**config.mk**
```make
export PLATFORM = sky130hd
export DESIGN_NAME = tsc_touch_serial_controller
export DESIGN_NICKNAME = d
export VERILOG_FILES = /design/src/tsc_touch_serial_controller.v
export VERILOG_INCLUDE_DIRS = /design/src
export SDC_FILE = /design/constraint.sdc
export NUM_CORES = 1
export LEC_CHECK = 0
export BUFFER_PORTS_ARGS = -buffer_cell sky130_fd_sc_hd__buf_2
export CAP_MARGIN = 20
export CORE_ASPECT_RATIO = 0.8
export CORE_MARGIN = 4
export CORE_UTILIZATION = 25
export CTS_BUF_LIST = sky130_fd_sc_hd__clkbuf_16
export CTS_CLUSTER_SIZE = 30
export DETAILED_ROUTE_END_ITERATION = 8
export PLACE_DENSITY = 0.51
export SYNTH_ARGS = -nofsm -noshare
export SYNTH_HDL_FRONTEND = slang
export SYNTH_SLANG_ARGS = --single-unit
```
**constraint.sdc**
```tcl
create_clock -name clk_sys -period 2.1 [get_ports clk_sys]
set_input_delay 0.105 -clock clk_sys [delete_from_list [all_inputs] [get_ports clk_sys]]
set_output_delay 0.105 -clock clk_sys [all_outputs]
set_load 0.01 [all_outputs]
```
**src/tsc_defines.vh**
```
// register map, field positions and timing constants for the touchscreen serial controller
`ifndef TSC_DEFINES_VH
`define TSC_DEFINES_VH
`define TSC_ADDR_COMMAND 32'h1E000000
`define TSC_ADDR_RESULT 32'h1E000004
`define TSC_BIT_READY 15
`define TSC_BIT_PEN 14
`define TSC_BIT_START 7
`define TSC_COMMAND_RESET 8'h00
`define TSC_XFER_CLOCKS 5'h18
`define TSC_CMD_CLOCKS 5'h08
`define TSC_BUSY_CLOCKS 5'h01
`define TSC_RESULT_CLOCKS 5'h0C
`define TSC_DIV_DEFAULT 8
`endif

```
**src/tsc_touch_serial_controller.v**
```verilog
// touchscreen serial controller: register port and converter serial engine
`timescale 1ns/1ps
`include "tsc_defines.vh"
module tsc_touch_serial_controller #(
	parameter HALF_DIV = `TSC_DIV_DEFAULT
)(
	input wire clk_sys,
	input wire rst,
	input wire clk_en,
	input wire [31:0] addr,
	input wire [31:0] wdata,
	input wire wr,
	input wire rd,
	output reg [31:0] rdata,
	output reg converter_select_n,
	output reg converter_serial_clock,
	output reg converter_serial_in,
	input wire converter_serial_out,
	input wire pen_interrupt_n,
	output reg pen_interrupt_input,
	output wire pen_irq
);
	localparam [2:0] PH_IDLE = 3'h0;
	localparam [2:0] PH_COMMAND = 3'h1;
	localparam [2:0] PH_BUSY = 3'h2;
	localparam [2:0] PH_RESULT = 3'h3;
	localparam [2:0] PH_TRAIL = 3'h4;
	localparam [4:0] CMD_LAST = `TSC_CMD_CLOCKS - 5'h01;
	localparam [4:0] RES_FIRST = `TSC_CMD_CLOCKS + `TSC_BUSY_CLOCKS;
	localparam [4:0] BUSY_LAST = RES_FIRST - 5'h01;
	localparam [4:0] RES_LAST = RES_FIRST + `TSC_RESULT_CLOCKS - 5'h01;
	localparam [4:0] XFER_LAST = `TSC_XFER_CLOCKS - 5'h01;
	localparam [7:0] DIV_LAST = HALF_DIV[7:0] - 8'h01;
	// bit 0 carries converter data, bit 1 the pen line, which idles high
	localparam [1:0] SYNC_IDLE = 2'h2;

	reg [7:0] touch_command;
	reg [11:0] result;
	reg [11:0] shift_in;
	reg [7:0] shift_out;
	reg [2:0] phase;
	reg [2:0] next_phase;
	reg pen_latch;
	reg [4:0] clk_count;
	reg [7:0] div;
	reg [31:0] next_rdata;

	wire [1:0] pin_raw;
	wire [1:0] sync_out;
	wire dout_sync;
	wire pen_down;
	wire busy;
	wire wr_cmd;
	wire wr_res;
	wire start;
	wire half_tick;
	wire rise;
	wire fall;
	wire sample_bit;
	wire load_result;
	wire last_clock;
	wire [31:0] result_word;
	genvar gi;

	assign pin_raw = {pen_interrupt_n, converter_serial_out};
	assign dout_sync = sync_out[0];
	assign pen_down = ~sync_out[1];
	assign busy = (phase != PH_IDLE);
	assign wr_cmd = wr && (addr == `TSC_ADDR_COMMAND);
	assign wr_res = wr && (addr == `TSC_ADDR_RESULT);
	// a command during a transfer is dropped, not queued
	assign start = wr_cmd && !busy;
	assign half_tick = (div == DIV_LAST);
	assign rise = busy && half_tick && !converter_serial_clock;
	assign fall = busy && half_tick && converter_serial_clock;
	assign sample_bit = rise && (phase == PH_RESULT);
	assign load_result = fall && (phase == PH_RESULT) && (clk_count == RES_LAST);
	assign last_clock = fall && (phase == PH_TRAIL) && (clk_count == XFER_LAST);
	assign result_word = {16'h0000, !busy, pen_down, 2'h0, result};
	assign pen_irq = pen_latch;

	// two flops per pin; only the second stage is read by logic
	generate
		for (gi = 0; gi < 2; gi = gi + 1)
		begin : g_sync
			reg stage1;
			reg stage2;
			always @(posedge clk_sys)
			begin
				if (rst)
				begin
					stage1 <= SYNC_IDLE[gi];
					stage2 <= SYNC_IDLE[gi];
				end
				else if (clk_en)
				begin
					stage1 <= pin_raw[gi];
					stage2 <= stage1;
				end
			end
			assign sync_out[gi] = stage2;
		end
	endgenerate

	always @*
	begin
		next_phase = phase;
		case (phase)
			PH_IDLE:
			begin
				if (start)
					next_phase = PH_COMMAND;
			end
			PH_COMMAND:
			begin
				if (fall && clk_count == CMD_LAST)
					next_phase = PH_BUSY;
			end
			PH_BUSY:
			begin
				if (fall && clk_count == BUSY_LAST)
					next_phase = PH_RESULT;
			end
			PH_RESULT:
			begin
				if (load_result)
					next_phase = PH_TRAIL;
			end
			PH_TRAIL:
			begin
				if (last_clock)
					next_phase = PH_IDLE;
			end
			default:
				next_phase = PH_IDLE;
		endcase
	end

	always @(posedge clk_sys)
	begin
		if (rst)
			phase <= PH_IDLE;
		else if (clk_en)
			phase <= next_phase;
	end

	// divider restarts with each command so the first half period is whole
	always @(posedge clk_sys)
	begin
		if (rst)
			div <= 8'h00;
		else if (clk_en)
		begin
			if (start)
			begin
				div <= 8'h00;
			end
			else if (busy && half_tick)
			begin
				div <= 8'h00;
			end
			else if (busy)
			begin
				div <= div + 8'h01;
			end
		end
	end

	always @(posedge clk_sys)
	begin
		if (rst)
			clk_count <= 5'h00;
		else if (clk_en)
		begin
			if (start)
			begin
				clk_count <= 5'h00;
			end
			else if (fall)
			begin
				clk_count <= clk_count + 5'h01;
			end
		end
	end

	// serial clock idles low, so every transfer ends on a falling edge
	always @(posedge clk_sys)
	begin
		if (rst)
			converter_serial_clock <= 1'b0;
		else if (clk_en)
		begin
			if (rise)
			begin
				converter_serial_clock <= 1'b1;
			end
			else if (fall)
			begin
				converter_serial_clock <= 1'b0;
			end
		end
	end

	always @(posedge clk_sys)
	begin
		if (rst)
			shift_out <= 8'h00;
		else if (clk_en)
		begin
			if (start)
			begin
				shift_out <= {wdata[6:0], 1'h0};
			end
			else if (fall)
			begin
				shift_out <= {shift_out[6:0], 1'h0};
			end
		end
	end

	// first bit is set up with select, the rest change on falling edges
	always @(posedge clk_sys)
	begin
		if (rst)
			converter_serial_in <= 1'b0;
		else if (clk_en)
		begin
			if (start)
			begin
				converter_serial_in <= wdata[`TSC_BIT_START];
			end
			else if (last_clock)
			begin
				converter_serial_in <= 1'b0;
			end
			else if (fall)
			begin
				converter_serial_in <= shift_out[7];
			end
		end
	end

	// result bits enter at the bottom, so the first one ends at the top
	always @(posedge clk_sys)
	begin
		if (rst)
			shift_in <= 12'h000;
		else if (clk_en && sample_bit)
			shift_in <= {shift_in[10:0], dout_sync};
	end

	always @(posedge clk_sys)
	begin
		if (rst)
			result <= 12'h000;
		else if (clk_en && load_result)
			result <= shift_in;
	end

	// select follows the start bit so it spans the whole reading sequence
	always @(posedge clk_sys)
	begin
		if (rst)
			converter_select_n <= 1'b1;
		else if (clk_en)
		begin
			if (start)
			begin
				converter_select_n <= 1'b0;
			end
			else if (last_clock)
			begin
				converter_select_n <= ~touch_command[`TSC_BIT_START];
			end
		end
	end

	always @(posedge clk_sys)
	begin
		if (rst)
			touch_command <= `TSC_COMMAND_RESET;
		else if (clk_en && start)
			touch_command <= wdata[7:0];
	end

	// set wins over the acknowledge write while the pen is still down
	always @(posedge clk_sys)
	begin
		if (rst)
			pen_latch <= 1'b0;
		else if (clk_en)
		begin
			if (pen_down)
			begin
				pen_latch <= 1'b1;
			end
			else if (wr_res)
			begin
				pen_latch <= 1'b0;
			end
		end
	end

	always @(posedge clk_sys)
	begin
		if (rst)
			pen_interrupt_input <= 1'b0;
		else if (clk_en)
			pen_interrupt_input <= pen_down;
	end

	// unmapped reads and idle cycles return zero
	always @*
	begin
		next_rdata = 32'h00000000;
		if (rd)
		begin
			case (addr)
				`TSC_ADDR_COMMAND:
				begin
					next_rdata = {24'h000000, touch_command};
				end
				`TSC_ADDR_RESULT:
				begin
					next_rdata = result_word;
				end
				default:
				begin
					next_rdata = 32'h00000000;
				end
			endcase
		end
	end

	always @(posedge clk_sys)
	begin
		if (rst)
			rdata <= 32'h00000000;
		else if (clk_en)
			rdata <= next_rdata;
	end
endmodule

```
==> results by group <==
Clock network
  – Setup bufs post-CTS: 0
  – Post-CTS Hold Buffers: 1
  – Clock Path Buffers: 2
  – Clock Pin Slew Worst Setup and Hold Paths: 60 ps
  – Sink Count: 78
  – Worst skew pair latency: 340 ps
  – CTS tree: done
  – CTS Root Buffer Type: clkbuf_16
  – H-tree depth: 3
  – Post-CTS Resized: 0
  – Cts bufs inserted: 9

Synth
  – Most used DFF post-synth: dfxtp_1
  – Top-count cell post-synth: dfxtp_1
  – Synth top area cells: dfxtp_1 (42%), mux2i_1 (8.1%), nand2_1 (5.2%)
  – Netlist cell types: 59
  – Number of synthesized flops with an enable pin: 0
  – Largest area contributor in the netlist: dfxtp_1
  – Yosys top cell area share: 0.419
  – Synth Instances: 412
  – Top post-synthesis cells by count: dfxtp_1 (78), nand2_1 (52), nor2_1 (39), mux2i_1 (30), a21oi_1 (22)
  – Synthesized area: 0.00373 sq mm
  – Mean Syn Cell Area: 9.04 sq um
  – Synth Warn #: 0
  – FF+latch count, synth: just under 80
  – Asr flop ratio synth: 0
  – Post-synthesis sequential area ratio: 0.419

Pwr
  – Worst VDD drop: about 0.37 mV
  – Total power: between 3 and 4 mW
  – P per Cell Area: 674 mW/mm^2
  – Leakage: 1.90 nW

Route
  – Via count: 3,178
  – DRT antenna net count: 0
  – Final Routed Wirelength: 9.90 mm
  – Vias per cell: 4.76
  – Detailed Route Iter0 Violations: 134
  – Post-DR wirelength/cell: 14.8 um
  – DRC violations left: 0
  – First drt pass iteration count: 4

Die
  – Core area: 0.0144 sq mm
  – Die footprint: 0.0169 sq mm
  – Initial core utilization: 0.258
  – Die height: 117 um
  – Row cnt: 39
  – IO Pins: 108
  – Die X: 144 um

Final layout
  – Final core occ: 0.312
  – Filler cells: 1,508
  – N_diodes: 0
  – Final Cell Area: roughly 0.0045 sq mm
  – Synth-to-layout area growth: 21.0%
  – Layout cells sized above 1: 0.259
  – # nets final: 552

Setup path
  – CP max-delay cell: or4_1
  – Crit path max fanout: 13
  – Register-to-Register Setup Slack: ~200 ps
  – FF-to-FF End: shift_out[3]
  – Worst r2r src: phase[0]
  – Worst setup path class: register to register
  – Worst Setup End Kind: register
  – Startpoint types: register
  – R2R depth: 5
  – Critical Path Most Common Cell: nand2_1
  – CP cell instances: nor3_2 -> nand2_1 -> or4_1 -> nand2_1 -> a31oi_1
  – Max stage delay on crit path: 580 ps
  – CP required: 2310 ps
  – Worst path arrival time: 2110 ps

Timing
  – Setup violators final: 0
  – Hold Vio Cnt, Final: 0
  – Unrepaired setup endpoints after global routing: false
  – Final period util: 0.907
  – Slew headroom: 0.591
  – Tightest Pin Transition: between 600 and 700 ps
  – Max Slew Vio Count: 0
  – Sum Neg Setup Slack: 0 ps
  – Max Clk Rate: 0.525 GHz
  – Minimum clock period: 1900 ps
  – Setup Skew: 7.31 ps

Hold path
  – Min-delay worst type: input pin to register
  – Hold_sp: wdata[1]
  – Hold Path Cell Cnt: 3
  – WHS Endpoint: touch_command[1]

Place
  – Post-detail-place hpwl: 7.19 mm
  – Input/output buffers: 65
  – Routability cong.: between 0.8 and 0.9
  – Post-DP Area: 0.00423 sq mm

Global route
  – Total gr overflow: 0
  – Met2 Use GR: 0.189
  – First-pass GRT wire length: 16.1 mm
  – Vias in the first global route: ~3,100
  – Largest net degree at the start of global routing: 57
  – Tot GR Track Use: 0.121
  – GR peak layer: met2
  – Initial antenna violation count: 0
  – Met3 usage: 0.0292
  – M1 GR Usage: 0.167

Flow run
  – Max-capacitance violation count: 0

Run status
  – Status: finished, final reports clean
==> power by group <==
part	switching (mW)	internal [mW]
clock	0.615	0.791
combinational	0.0922	0.0544
sequential	0.00236	1.48
total	0.710	2.33
==> per-stage QoR <==
step                hold slack [ps]  worst slack, ps  std cells
floorplan                       233              313        429
global placement                343              143        650
detailed placement              350             60.5        650
CTS                            7.03              176        667
global route                   32.3             3.18        667
finish                         18.6              196        667
==> cells by family after synthesis <==
| logic type | count (synthesis) | synth area share |
|---|---|---|
| xor gates and xnor gates | 4 | 0.00940 |
| other | 1 | 0.00101 |
| muxes | 38 | 0.105 |
| buffers and inverters | 52 | 0.0769 |
| AOI/OAI and AO/OA | 73 | 0.135 |
| DFF | 78 | 0.419 |
| and+or+nand+nor | 163 | 0.243 |
| adders and majority gates | 3 | 0.0101 |
==> cells in the final DEF, fill, tap and decap left out, types with 8 or more instances in the layout <==
master	n
mux2_2	8
conb_1	18
buf_2	65
dfxtp_1	78
buf_4	18
o31ai_1	10
mux2i_1	30
clkbuf_16	9
nand3_1	16
a31oi_1	8
a22oi_1	9
nor2_1	39
a21oi_1	22
nand2_1	52
==> worst max-delay path: cells and delay by family, from the launching register on <==
family	cells	cell delay, ps
AND/OR/NAND/NOR	4	1210
flip-flops	1	440
AO/OA/AOI/OAI	1	130
==> sequential cells by signal, indices dropped and copies added, names as in the netlist, 2 cells and up <==
register and cells:
clk_count 5, shift_in 12, result 12, rdata 14, touch_command 8, div 8
g_sync.stage1 2, phase 3, shift_out 7
==> how the worst max path moves through the flow <==
stage | start | end | slack (ps)
floorplan | div[0] | clk_count[2] | 310
global placement | addr[18] | shift_out[1] | 140
detailed placement | addr[1] | shift_out[3] | 60
CTS | phase[0] | shift_out[3] | 180
global route | div[0] | div[7] | 3
finish | phase[0] | shift_out[3] | 200
==> cell type report <==
class                      count  area (sq um)  share of cell area
inverter                       5          18.8             0.00416
timing repair buffer          85           490               0.109
multi-input combinational    299          1940               0.431
sequential                    78          1560               0.346
clock buffer                   9           225              0.0499
clock inverter                 7          41.3             0.00916
tap                          184           230              0.0511
==> metal layers <==
layer  up-vias  wire length (um)
li1       1589                 -
met1      1484              4960
met2        96              4210
met3         9               593
met4         0               133
met5         -                 0
No activity file was read; power rests on OpenSTA's default activity.
